==> src/pkg/tcm_map.svh <==
`ifndef TCM_MAP_SVH
`define TCM_MAP_SVH
// APB byte offsets
`define TCM_OFF_CTRL 12'h000
`define TCM_OFF_COUNT 12'h004
`define TCM_OFF_CMP 12'h008
`define TCM_OFF_FORCE 12'h00c
`define TCM_OFF_STATUS 12'h010
`define TCM_OFF_MASK 12'h014
`define TCM_OFF_PORT 12'h018
// Control field positions
`define TCM_CTRL_COM_LSB 0
`define TCM_CTRL_WGM_LSB 4
`define TCM_CTRL_EN_BIT 8
// Status bits
`define TCM_ST_OVF_BIT 0
`define TCM_ST_CMP_BIT 1
// Reset values and counter top
`define TCM_RST_CTRL 32'h0000_0000
`define TCM_RST_CMP 16'hffff
`define TCM_MAX_COUNT 16'hffff
`define TCM_BOTTOM 16'h0000
`endif

==> src/pkg/tcm_pkg.sv <==
package tcm_pkg;
  typedef enum logic [1:0] {
    TCM_COM_OFF = 2'h0,
    TCM_COM_TOGGLE = 2'h1,
    TCM_COM_CLEAR = 2'h2,
    TCM_COM_SET = 2'h3
  } tcm_com_t;
  typedef struct packed {
    logic [3:0] wgm;
    tcm_com_t com;
    logic en;
  } tcm_ctrl_t;
  typedef struct packed {
    logic port_out;
    logic port_dir;
  } tcm_port_t;
  typedef struct packed {
    logic pin_out;
    logic pin_oe_n;
  } tcm_pin_t;
endpackage

==> src/logic/tcm_timer.sv <==
`timescale 1ns/10ps
`include "tcm_map.svh"
module tcm_timer
  import tcm_pkg::*;
#(
  parameter int CNT_W = 16
) (
  input wire logic CLOCK_I,
  input wire logic RST_I,
  input wire logic CE_I,
  input wire logic PSEL_I,
  input wire logic PENABLE_I,
  input wire logic PWRITE_I,
  input wire logic [11:0] PADDR_I,
  input wire logic [31:0] PWDATA_I,
  output logic [31:0] PRDATA_O,
  output logic PREADY_O,
  output logic PSLVERR_O,
  input wire logic OVF_ACK_I,
  output logic IRQ_O,
  output logic PIN_OUT_O,
  output logic PIN_OE_N_O
);

  if (CNT_W != 16) begin : g_chk
    $error("tcm_timer supports a 16-bit counter only");
  end

  tcm_ctrl_t ctrl_r;
  tcm_port_t port_r;
  tcm_pin_t pin_nxt;
  logic [15:0] count_r;
  logic [15:0] cmp_r;
  logic [1:0] status_r;
  logic [1:0] mask_r;
  logic oc_r;
  logic block_r;
  logic wr_en;
  logic rd_en;
  logic wr_ctrl;
  logic wr_count;
  logic wr_force;
  logic wr_status;
  logic match;
  logic non_pwm;
  logic oc_nxt;
  logic act;
  logic [1:0] ev_set;

  assign wr_en = PSEL_I && PENABLE_I && PWRITE_I && CE_I;
  assign rd_en = PSEL_I && PENABLE_I && !PWRITE_I;
  assign wr_ctrl = wr_en && (PADDR_I == `TCM_OFF_CTRL);
  assign wr_count = wr_en && (PADDR_I == `TCM_OFF_COUNT);
  assign wr_force = wr_en && (PADDR_I == `TCM_OFF_FORCE) && PWDATA_I[0];
  assign wr_status = wr_en && (PADDR_I == `TCM_OFF_STATUS);
  assign PREADY_O = 1'b1;

  always_comb begin
    PSLVERR_O = 1'b0;
    if (PSEL_I && PENABLE_I) begin
      unique case (PADDR_I)
        `TCM_OFF_CTRL, `TCM_OFF_COUNT, `TCM_OFF_CMP, `TCM_OFF_FORCE,
        `TCM_OFF_STATUS, `TCM_OFF_MASK, `TCM_OFF_PORT: PSLVERR_O = 1'b0;
        default: PSLVERR_O = 1'b1;
      endcase
    end
  end

  // Control and port registers
  always_ff @(posedge CLOCK_I) begin
    if (RST_I) begin
      ctrl_r <= tcm_ctrl_t'(`TCM_RST_CTRL);
      cmp_r <= `TCM_RST_CMP;
      mask_r <= 2'h0;
      port_r <= '0;
    end else if (CE_I && wr_en) begin
      unique case (PADDR_I)
        `TCM_OFF_CTRL: begin
          ctrl_r.com <= tcm_com_t'(PWDATA_I[`TCM_CTRL_COM_LSB +: 2]);
          ctrl_r.wgm <= PWDATA_I[`TCM_CTRL_WGM_LSB +: 4];
          ctrl_r.en <= PWDATA_I[`TCM_CTRL_EN_BIT];
        end
        `TCM_OFF_CMP: cmp_r <= PWDATA_I[15:0];
        `TCM_OFF_MASK: mask_r <= PWDATA_I[1:0];
        `TCM_OFF_PORT: port_r <= tcm_port_t'(PWDATA_I[1:0]);
        default: ;
      endcase
    end
  end

  // Only normal mode counting is served, with the enable bit set; mode field alone decides non-PWM
  assign non_pwm = (ctrl_r.wgm == 4'h0) || (ctrl_r.wgm == 4'h4) || (ctrl_r.wgm == 4'hc);
  assign match = ctrl_r.en && !block_r && (count_r == cmp_r);

  // Counter
  always_ff @(posedge CLOCK_I) begin
    if (RST_I) begin
      count_r <= `TCM_BOTTOM;
      block_r <= 1'b0;
    end else if (CE_I) begin
      block_r <= wr_count;
      if (wr_count) begin
        count_r <= PWDATA_I[15:0];
      end else if (ctrl_r.en && ctrl_r.wgm == 4'h0) begin
        count_r <= count_r + 16'h0001;
      end
    end
  end

  // Compare output action; com read at match time and on a force write in a non-PWM mode
  always_comb begin
    act = match || (wr_force && non_pwm);
    oc_nxt = oc_r;
    if (act) begin
      unique case (ctrl_r.com)
        TCM_COM_OFF: oc_nxt = oc_r;
        TCM_COM_TOGGLE: oc_nxt = !oc_r;
        TCM_COM_CLEAR: oc_nxt = 1'b0;
        TCM_COM_SET: oc_nxt = 1'b1;
      endcase
    end
  end

  always_ff @(posedge CLOCK_I) begin
    if (RST_I) begin
      oc_r <= 1'b0;
    end else if (CE_I) begin
      oc_r <= oc_nxt;
    end
  end

  // Event flags, set wins over clear
  assign ev_set[`TCM_ST_OVF_BIT] = CE_I && !wr_count && ctrl_r.en && ctrl_r.wgm == 4'h0
    && count_r == `TCM_MAX_COUNT;
  assign ev_set[`TCM_ST_CMP_BIT] = CE_I && match;

  always_ff @(posedge CLOCK_I) begin
    if (RST_I) begin
      status_r <= 2'h0;
    end else if (CE_I) begin
      status_r <= ev_set
        | (status_r & ~(wr_status ? PWDATA_I[1:0] : 2'h0)
        & ~{1'b0, OVF_ACK_I});
    end
  end

  assign IRQ_O = |(status_r & mask_r);

  // Pin mux; com field selects oc or the port output bit, no capture path
  always_comb begin
    pin_nxt.pin_oe_n = !port_r.port_dir;
    if (ctrl_r.com != TCM_COM_OFF) begin
      pin_nxt.pin_out = oc_r;
    end else begin
      pin_nxt.pin_out = port_r.port_out;
    end
  end
  assign PIN_OUT_O = pin_nxt.pin_out;
  assign PIN_OE_N_O = pin_nxt.pin_oe_n;

  always_comb begin
    PRDATA_O = 32'h0000_0000;
    if (rd_en) begin
      unique case (PADDR_I)
        `TCM_OFF_CTRL: PRDATA_O = {23'h0, ctrl_r.en, ctrl_r.wgm, 2'h0, ctrl_r.com};
        `TCM_OFF_COUNT: PRDATA_O = {16'h0, count_r};
        `TCM_OFF_CMP: PRDATA_O = {16'h0, cmp_r};
        `TCM_OFF_FORCE: PRDATA_O = {31'h0, oc_r};
        `TCM_OFF_STATUS: PRDATA_O = {30'h0, status_r};
        `TCM_OFF_MASK: PRDATA_O = {30'h0, mask_r};
        `TCM_OFF_PORT: PRDATA_O = {30'h0, port_r};
        default: PRDATA_O = 32'h0000_0000;
      endcase
    end
  end
endmodule // tcm_timer

==> config.mk <==
export PLATFORM = sky130hd
export DESIGN_NAME = tcm_timer
export DESIGN_NICKNAME = d
export VERILOG_FILES = /design/src/pkg/tcm_pkg.sv /design/src/logic/tcm_timer.sv
export VERILOG_INCLUDE_DIRS = /design/src /design/src/pkg
export SDC_FILE = /design/constraint.sdc
export NUM_CORES = 1
export LEC_CHECK = 0
export BUFFER_PORTS_ARGS = -buffer_cell sky130_fd_sc_hd__buf_2
export CORE_UTILIZATION = 45
export CTS_BUF_LIST = sky130_fd_sc_hd__clkbuf_4 sky130_fd_sc_hd__clkbuf_8
export CTS_CLUSTER_SIZE = 30
export DETAILED_ROUTE_END_ITERATION = 8
export MAX_ROUTING_LAYER = met4
export PLACE_DENSITY = 0.78
export SLEW_MARGIN = 20
export SYNTH_ARGS = -nofsm -noshare
export SYNTH_HDL_FRONTEND = slang
export SYNTH_SLANG_ARGS = --single-unit
==> constraint.sdc <==
create_clock -name CLOCK_I -period 4.8 [get_ports CLOCK_I]
set_input_delay 0.72 -clock CLOCK_I [delete_from_list [all_inputs] [get_ports CLOCK_I]]
set_output_delay 0.72 -clock CLOCK_I [all_outputs]
set_load 0.02 [all_outputs]
-- Yosys cells after proc, flatten, opt, wreduce, memory -nomap -nowiden
Cells that the tools add are included.
- register bits: 47
- input bits: 51
- output and inout port bits: 37
- word-level logic and storage cells: 80
- add/sub/neg operators: 1
- eq/ne operators: 13
- muxes and demuxes: 9
- bitwise logic cells: 7
- reductions and logical operators: 39
- operator list (kind ; number):
    case mux 16 bit (7 select lines) ; 1
    two-way mux 16 bit ; 3
    equality test 12 x 5 -> 1 bit, second input constant ; 3
    equality test 12 x 4 -> 1 bit, second input constant ; 2
    logical AND 1 bit ; 18
    adder 16 x 1 -> 16 bit, second input constant ; 1
    equality test 16 bit ; 1
    equality test 16 bit, second input constant ; 1
    equality test 12 x 3 -> 1 bit, second input constant ; 1
    logical NOT 12 bit ; 1
    AND reduction 2 bit ; 5
    OR reduction 7 bit ; 1
    AND 2 bit ; 3
    logical NOT 1 bit ; 5
    equality test 2 bit, second input constant ; 2
    equality test 4 x 3 -> 1 bit, second input constant ; 1
    equality test 4 bit, second input constant ; 1
    logical NOT 4 bit ; 1
    nonzero test 2 bit ; 2
    logical OR 1 bit ; 3
    two-way mux 1 bit ; 3
    case mux 1 bit (3 select lines) ; 1
    AND reduction 3 bit ; 1
    equality test 2 x 1 -> 1 bit, second input constant ; 1
    other kinds (7) ; 7

-- Longest topological paths before layout
Gate-level depths: netlist of the first run.
- depth after elaboration: 10
- gate-level depth with buffers: 8
- depth with buffers taken out: 6

-- Worst setup path before layout of the first run
Ideal clock, no wire load.
- path kind: input to output
- from: in PADDR_I[7]
- to: out PRDATA_O[0]
- arrival time: 2.633 ns
- data required time: 4.080 ns
- path slack: 1.447 ns
- stages: 5
- buffers on the path: 1
- cells stage by stage: nor4_2 > nand3_2 > or4_4 > clkbuf_1 > nor3_1
- longest elaborated chain between the ends: 3
- elaborated cells on any way between the ends: 9
- those cells by class: eq/ne (6); mux (2); reduce/logical (1)
- RTL lines (what ; line ; source):
    start, declared ; tcm_timer.sv:14 ; input wire logic [11:0] PADDR_I,
    equality test 12 x 5 -> 1 bit (tied with other cells) ; tcm_timer.sv:164 ; unique case (PADDR_I)
    case mux 16 bit (7 select lines) (*) ; tcm_timer.sv:164 ;
    two-way mux 16 bit (*) ; tcm_timer.sv:163 ; if (rd_en) begin
    end, declared ; tcm_timer.sv:16 ; output logic [31:0] PRDATA_O,
Every way passes the cells marked *; elsewhere a longest branch is shown, timed or not.

-- Worst setup path in the final report of the first run
- from: in PADDR_I[7]
- to: out PRDATA_O[8]
The elaborated chain is that of the path after synthesis.

==> results of run 1 <==
## synthesized netlist by cell type (all sizes together), types with 11 or more instances
cell and number:
nand3 17, o21ai 15, a21oi 31, xnor2 14
nor2 49, clkbuf 28, nand4 11, buf 21
nor3 25, dfxtp 47, and3 14, mux2i 14
nand2 17
## cell families (layout without fill, tap and decap cells)
family / Yosys count / count (layout) / synth area share [%]
xor+xnor: 17 / 17 / 4.62
fa+ha+maj: 1 / 1 / 0.388
other cells: 2 / 17 / 0.233
mux: 16 / 16 / 5.39
buf+inv: 58 / 73 / 10.7
flops: 47 / 47 / 29.2
compound gates: 104 / 104 / 21.8
simple gates: 162 / 162 / 27.7
## critical path: cells and delay by family
kind            cells  cell delay (ns)
buf+inv             2             0.26
compound gates      1             0.13
simple gates        4             1.92
## power by group
part | internal, mW | total [mW] | switching [mW]
sequential | 0.391 | 0.392 | 0.00111
clock | 0.108 | 0.247 | 0.139
combinational | 0.0202 | 0.0710 | 0.0508
total | 0.519 | 0.710 | 0.191
## per-layer routing
layer / routed length [um] / share of wire (%) / GRT usage, %
met3: 866 / 9.6 / 3.33
met5: 0 / 0 / -
met1: 3930 / 43 / 33.6
met4: 102 / 1.1 / 6.67
met2: 4150 / 46 / 41.6
## final timing paths
| kind | startpoint | to | cells after the start |
|---|---|---|---|
| worst min register to register | block_r | block_r | 2 |
| worst max-delay path | PADDR_I[7] | PRDATA_O[8] | 7 |
| worst max register to register | ctrl_r[4] | count_r[15] | 5 |
| worst min-delay path | block_r | block_r | 2 |
## registers in the layout, summed over array words and instances, names as in the netlist
register,cells
port_r,2
count_r,16
block_r,1
cmp_r,16
status_r,2
oc_r,1
mask_r,2
ctrl_r,7
## placed cells by master (no fill, tap or decap), types with 4 or more instances in the layout
cell	n
buf_2	54
nor2_1	49
dfxtp_1	47
a21oi_1	31
nor3_1	24
nand2_1	17
conb_1	17
nand3_1	16
o21ai_0	15
and3_1	14
mux2i_1	14
xnor2_1	14
nand4_1	11
a22oi_1	9
a211oi_1	8
inv_1	7
and4_1	5
nor4_1	5
clkbuf_8	5
a221o_1	4
o22ai_1	4
## final cells by class
class | instances | area, sq um | area share [%]
Inverter | 8 | 30.0 | 0.865
Timing Repair Buffer | 57 | 293 | 8.43
Multi-Input combinational cell | 317 | 2000 | 57.6
Tap cell | 96 | 120 | 3.46
Clock inverter | 2 | 12.5 | 0.360
Clock buffer | 6 | 76.3 | 2.20
Sequential cell | 47 | 941 | 27.1
==> results.cfg, run 1 <==
[status]
status = finished clean

[placement]
dp_hpwl_um = 6450
placement.setup.worst_slack_ns = 1.07
place_area_sq_um = 3380
io_buffers = 54
dpl.cell_count = 525
place.gp.congestion = 0.912

[layout]
drive_gt1_share_pct = 18.1
synthToLayoutAreaGrowth_pct = 7.64
nNetsFinal = 488
design_area_sq_um = 3470
layoutNonFillerInstCount = 533
diodes = 0
post-route-util_pct = 50.5
nFillCells = 676

[setup_path]
path_common_cell = buf_2
max_stage_delay_ns = 0.91
slowest_stage = nor2_1
cp.arrival_ns = 3.03
crit_chain = buf_2, nor4_2, nand3_2, nor2_1, and3_1, a221o_1, buf_2
crit_fanout = 15
rrSetupSlack_ns = 2.56
startpoint_type = input port
endpoint_kind = output port
path_class = in -> out
crit_required_ns = 4.08

[sta]
final-max-slew-violation-count = 0
setup_tns_ns = 0
fmax_mhz = 266
fin_skew_ns = 0.0125
hold_violations = 0
finalWorstSetupSlack_ns = 1.05
period_needed_ns = 3.75
max_slew_margin_pct = 27.3
finalCritPeriodShare_pct = 78.2
holdWs_ns = 0.474
tightest_slew_ns = 1.09
rsz0062_at_grt = false
setup_viol = 0

[route]
dr.pass1.iters = 5
route.detailed.drc = 0
viasPerCell = 6.12
wl_per_cell_um = 17.0
drt_iter0_markers = 321
antenna_left = 0
wl_um = 9050
num_vias = 3260

[clocking]
max-clock-path-buffers = 2
clk_pin_slew_ns = 0.08
ctsHoldBuffers = 0
post_cts_buffers = 0
cts_resized = 0
clk_latency_ns = 0.31
clock-sinks = 47
cts_root_buffer = clkbuf_8
cts_max_level = 2
cts_tree = done
cts_buffers = 5

[flow_run]
max_cap_viol_count = 0

[synthesis]
synthesis.area_sq_um = 3230
async_reset_ff_share_pct = 0
yosysSeqAreaShare_pct = 29.2
synth-edff-count = 0
synth_area_leaders = dfxtp_1 (29%), nor2_1 (5.7%), a21oi_1 (4.8%), mux2i_1 (4.3%), buf_4 (4.0%)
ys_seq_elements = 47
synthFlopType = dfxtp_1
ys_types = 64
yosys_warnings = 0
synth_top_area_share_pct = 29.2
syn_inst = 407
avgSynthCellArea_sq_um = 7.93
synth_top_cell_by_area = dfxtp_1

[global_route]
grt_pass1_vias = 2891
grt_pass1_wl_um = 14500
grt_antenna_before_repair = 0
grt_max_degree = 61
track_usage_pct = 25.6
grt_overflow = 0

[die]
start_util_pct = 47.0
fp.dieW_um = 86.7
die_y_um = 86.7
core-area_sq_um = 6870
rows = 30
ios = 88
dieArea_sq_um = 7510

[power]
leakagePower_nw = 1.30
powerDensity_nw_per_um2 = 204
p_total_uw = 710
peakVddDrop_uv = 126

[hold_path]
min_path_type = reg -> reg
No activity file was read; power rests on OpenSTA's default activity.
==> run 2, diff against run 1 <==
clock period = 3.7 ns   (was 4.8 ns; I/O delays follow)
==> run 2 against run 1 <==
  * First-iteration DRC count grew 4.4%
  * Sequential power rose by 30%
  * Largest cell class unchanged
  * Clock-buffer cell count unchanged
  * Hold slack gained 0.0099 ns
==> results.cfg, run 2 (same netlist as run 1, synthesis figures left out) <==
[power]
peakVddDrop_uv = 180
leakagePower_nw = 1.35
p_total_mw = 1.00
powerDensity_nw_per_um2 = 282

[global_route]
grt_overflow = 0
grt_pass1_vias = 2957
grt_pass1_wl_um = 14600
track_usage_pct = 25.7
grt_antenna_before_repair = 0
grt_max_degree = 60

[sta]
max_slew_margin_pct = 49.3
fin_skew_ns = 0.00791
fmax_mhz = 312
setup_viol = 0
finalCritPeriodShare_pct = 86.7
final-max-slew-violation-count = 0
period_needed_ns = 3.21
setup_tns_ns = 0
tightest_slew_ns = 0.754
hold_violations = 0
holdWs_ns = 0.484
rsz0062_at_grt = false

[flow_run]
max_cap_viol_count = 0

[placement]
dpl.cell_count = 531
dp_hpwl_um = 6390
io_buffers = 54
place.gp.congestion = 0.880
place_area_sq_um = 3430

[route]
drt_iter0_markers = 335
route.detailed.drc = 0
wl_per_cell_um = 16.8
dr.pass1.iters = 5
viasPerCell = 6.14
antenna_left = 0
num_vias = 3309
wl_um = 9050

[status]
status = finished clean

[layout]
drive_gt1_share_pct = 19.2
nNetsFinal = 494
diodes = 0
final_cell_mix = buf_2 (54), nor2_1 (49), dfxtp_1 (47)
nFillCells = 675
layoutNonFillerInstCount = 539
final_common_cell = buf_2
largestRegisters = cmp_r x16, count_r x16, ctrl_r x7
design_area_sq_um = 3550
synthToLayoutAreaGrowth_pct = 9.93

[clocking]
clock-sinks = 47
max-clock-path-buffers = 2
ctsHoldBuffers = 0
cts_tree = done
cts_buffers = 5
clk_latency_ns = 0.31
cts_root_buffer = clkbuf_8
cts_resized = 0
post_cts_buffers = 0
cts_max_level = 2
clk_pin_slew_ns = 0.08

[die]
fp.dieW_um = 86.7
core-area_sq_um = 6870
dieArea_sq_um = 7510
start_util_pct = 47.0
rows = 30
die_y_um = 86.7
ios = 88

[setup_path]
endpoint_kind = output port
crit_required_ns = 3.14
startpoint_type = input port
startpoint = PADDR_I[7]
reg2reg_from = ctrl_r[4]
crit_fanout = 12
cp.arrival_ns = 2.65
path_class = in -> out

[hold_path]
min_path_type = reg -> reg
hp-start = block_r
run 2: cell types whose count changed in the layout (fill, tap and decap cells not counted):
cell        before  now
buf_4            3    9
bufinv_16        0    1
clkbuf_4         1    0
clkbuf_8         5    6
clkinvlp_4       1    0
run 2: worst max-delay path, stage by stage:
cell and delay, ns:
buf_2 0.10, nor4_2 0.40, nand3_2 0.13, or4_4 0.66, nor4b_4 0.40, a221o_2 0.24
buf_2 0.16
run 2: per-stage QoR:
stage | setup WS (ns) | utilization, %
2_1_floorplan | 0.677 | -
3_3_place_gp | 0.538 | 49.9
3_5_place_dp | 0.521 | 49.9
4_1_cts | 0.513 | 51.6
5_1_grt | 0.338 | 51.6
6_report | 0.493 | 51.6
run 2: layout make-up:
class,count,area (sq um),share of cell area [%]
clock buffer,6,82.6,2.33
clock inverter,2,35.0,0.988
inverter,8,30.0,0.847
multi-input combinational,317,2000,56.4
sequential,47,941,26.5
tap,96,120,3.39
timing repair buffer,63,338,9.53
run 2: worst paths after layout:
check,slack [ns],end,cells after the start
max,0.49,PRDATA_O[5],7
min,0.48,block_r,2
max reg2reg,1.47,count_r[15],5
min reg2reg,0.48,block_r,2
run 2: per-layer routing:
layer	wire length, um	vias to the layer above	global-route usage, %
met5	0	-	-
met4	165	0	7.73
met3	712	17	4.29
met2	4140	178	40.5
met1	4030	1552	33.8
li1	-	1562	-
run 2: power breakdown:
group / switching (mW) / internal, mW
clock network: 0.183 / 0.219
logic: 0.0652 / 0.0266
registers: 0.00123 / 0.507
total: 0.249 / 0.753
==> run 3, diff against run 2 <==
CAP_MARGIN = 20   (was not set)
CORE_MARGIN = 4   (was not set)
==> run 3 against run 2 <==
  * Via count decreased by 2.0%
  * Global-route usage decreased by 3.4 points
  * Utilization decreased by 0.073 points
  * Clock-buffer cell count decreased by 1
  * First-iteration DRC count increased by 0.60%
  * Sequential share of layout area about the same
  * Final cell count unchanged
  * Critical path type unchanged
==> results.cfg, run 3 (same netlist as run 1, synthesis figures left out) <==
[power]
p_clk_share_pct = 39.4
powerDensity_nw_per_um2 = 280
p_int_uw = 735
combPwrFrac_pct = 9.3
leakagePower_nw = 1.34
power_frac_seq_pct = 51.3
peakVddDrop_uv = 215
switching_share_pct = 25.8
p_switching_uw = 255

[sta]
rsz0062_at_grt = false
setup_tns_ns = 0
fmax_mhz = 303
fin_skew_ns = 0.00763
period_needed_ns = 3.30
hold_violations = 0
max_slew_margin_pct = 41.2
finalCritPeriodShare_pct = 89.1
final-max-slew-violation-count = 0
tightest_slew_ns = 0.874
setup_viol = 0

[global_route]
grt_max_degree = 60
grt_pass1_wl_um = 15200
grt_pass1_vias = 3107
grt_overflow = 0
track_usage_pct = 22.3
grt_antenna_before_repair = 0

[clocking]
clk_pin_slew_ns = 0.09
cts_tree = done
clk_latency_ns = 0.31
ctsHoldBuffers = 0
max-clock-path-buffers = 2
cts_max_level = 2
cts_root_buffer = clkbuf_8
cts_buffers = 5
cts_resized = 0
clock-sinks = 47
post_cts_buffers = 0

[placement]
place_area_sq_um = 3430
io_buffers = 54
place.gp.congestion = 0.913
dp_hpwl_um = 6720

[route]
dr.pass1.iters = 5
antenna_left = 0
viasPerCell = 6.02
wl_per_cell_um = 17.1
num_vias = 3244
drt_iter0_markers = 337
route.detailed.drc = 0
wl_um = 9230

[setup_path]
rrSetupSlack_ns = 1.37
cp.arrival_ns = 2.74
path_common_cell = buf_2
max_stage_delay_ns = 0.75
path_class = in -> out
slowest_stage = nor4_1
endpoint_kind = output port
startpoint_type = input port
crit_fanout = 8
crit_chain = buf_2, nor4_2, nand3_2, buf_4, nor4_1, and3_1, a221o_1, buf_2
crit_required_ns = 3.14

[layout]
multiInputGateArea_sq_um = 2000
design_area_sq_um = 3540
nFillCells = 672
drive_gt1_share_pct = 19.2
diodes = 0
nNetsFinal = 494
final_common_cell = buf_2
synthToLayoutAreaGrowth_pct = 9.78
largestRegisters = cmp_r x16, count_r x16, ctrl_r x7
final_cell_mix = buf_2 (54), nor2_1 (49), dfxtp_1 (47)
post-route-util_pct = 51.5
register_area_sq_um = 941

[hold_path]
min_path_type = reg -> reg

[die]
core-area_sq_um = 6870
fp.dieW_um = 92.7
rows = 30
ios = 88
start_util_pct = 47.0
die_y_um = 92.7
dieArea_sq_um = 8590

[flow_run]
max_cap_viol_count = 0

[status]
status = finished clean
==> run 3: cell types whose count changed in the layout (fill, tap and decap cells not counted), sizes merged <==
cell	change
clkinv	+1
clkbuf	-1
==> run 3: critical path: cells and delay by family <==
family                 cells  cell delay, ns
AOI/OAI and AO/OA          1            0.13
and+or+nand+nor            4            1.58
buffers and inverters      3            0.47
==> run 3: cell type report <==
| class | instances | area share [%] |
|---|---|---|
| Tap cell | 96 | 3.39 |
| Multi-Input combinational cell | 317 | 56.5 |
| Clock inverter | 3 | 1.24 |
| Sequential cell | 47 | 26.6 |
| Timing Repair Buffer | 63 | 9.54 |
| Clock buffer | 5 | 1.94 |
| Inverter | 8 | 0.848 |
==> run 3: power by group through the flow <==
stage	clock network (mW)	logic (mW)	registers (mW)
CTS	0.395	0.0907	0.508
finish	0.390	0.0919	0.508
detailed placement	0	0.0903	0.520
global placement	0	0.0880	0.520
floorplan	0	0.0710	0.520
global route	0.416	0.0995	0.509
==> run 3: worst paths after layout <==
kind                  to  startpoint  cells past startpoint
max          PRDATA_O[6]  PADDR_I[7]                      8
min              block_r     block_r                      2
max reg2reg  count_r[15]   ctrl_r[4]                      5
min reg2reg      block_r     block_r                      2
==> run 3: per-layer routing <==
metal,share of wire [%],wire length [um],global-route usage (%),up-vias
met2,46,4260,36.0,178
met1,42,3870,28.7,1501
met4,1.6,150,7.20,0
met3,10,948,3.57,18
li1,-,-,-,1547
met5,0,0,-,-
==> run 3: through the flow <==
stage / setup WS, ns / instances / hold slack [ns] / power [mW]
after CTS: 0.449 / 539 / 0.469 / 0.994
after detailed placement: 0.455 / 531 / 0.455 / 0.611
after global routing: 0.324 / 539 / 0.505 / 1.02
after global placement: 0.531 / 531 / 0.454 / 0.608
after floorplan: 0.677 / 422 / 0.440 / 0.591
final: 0.402 / 539 / 0.469 / 0.991
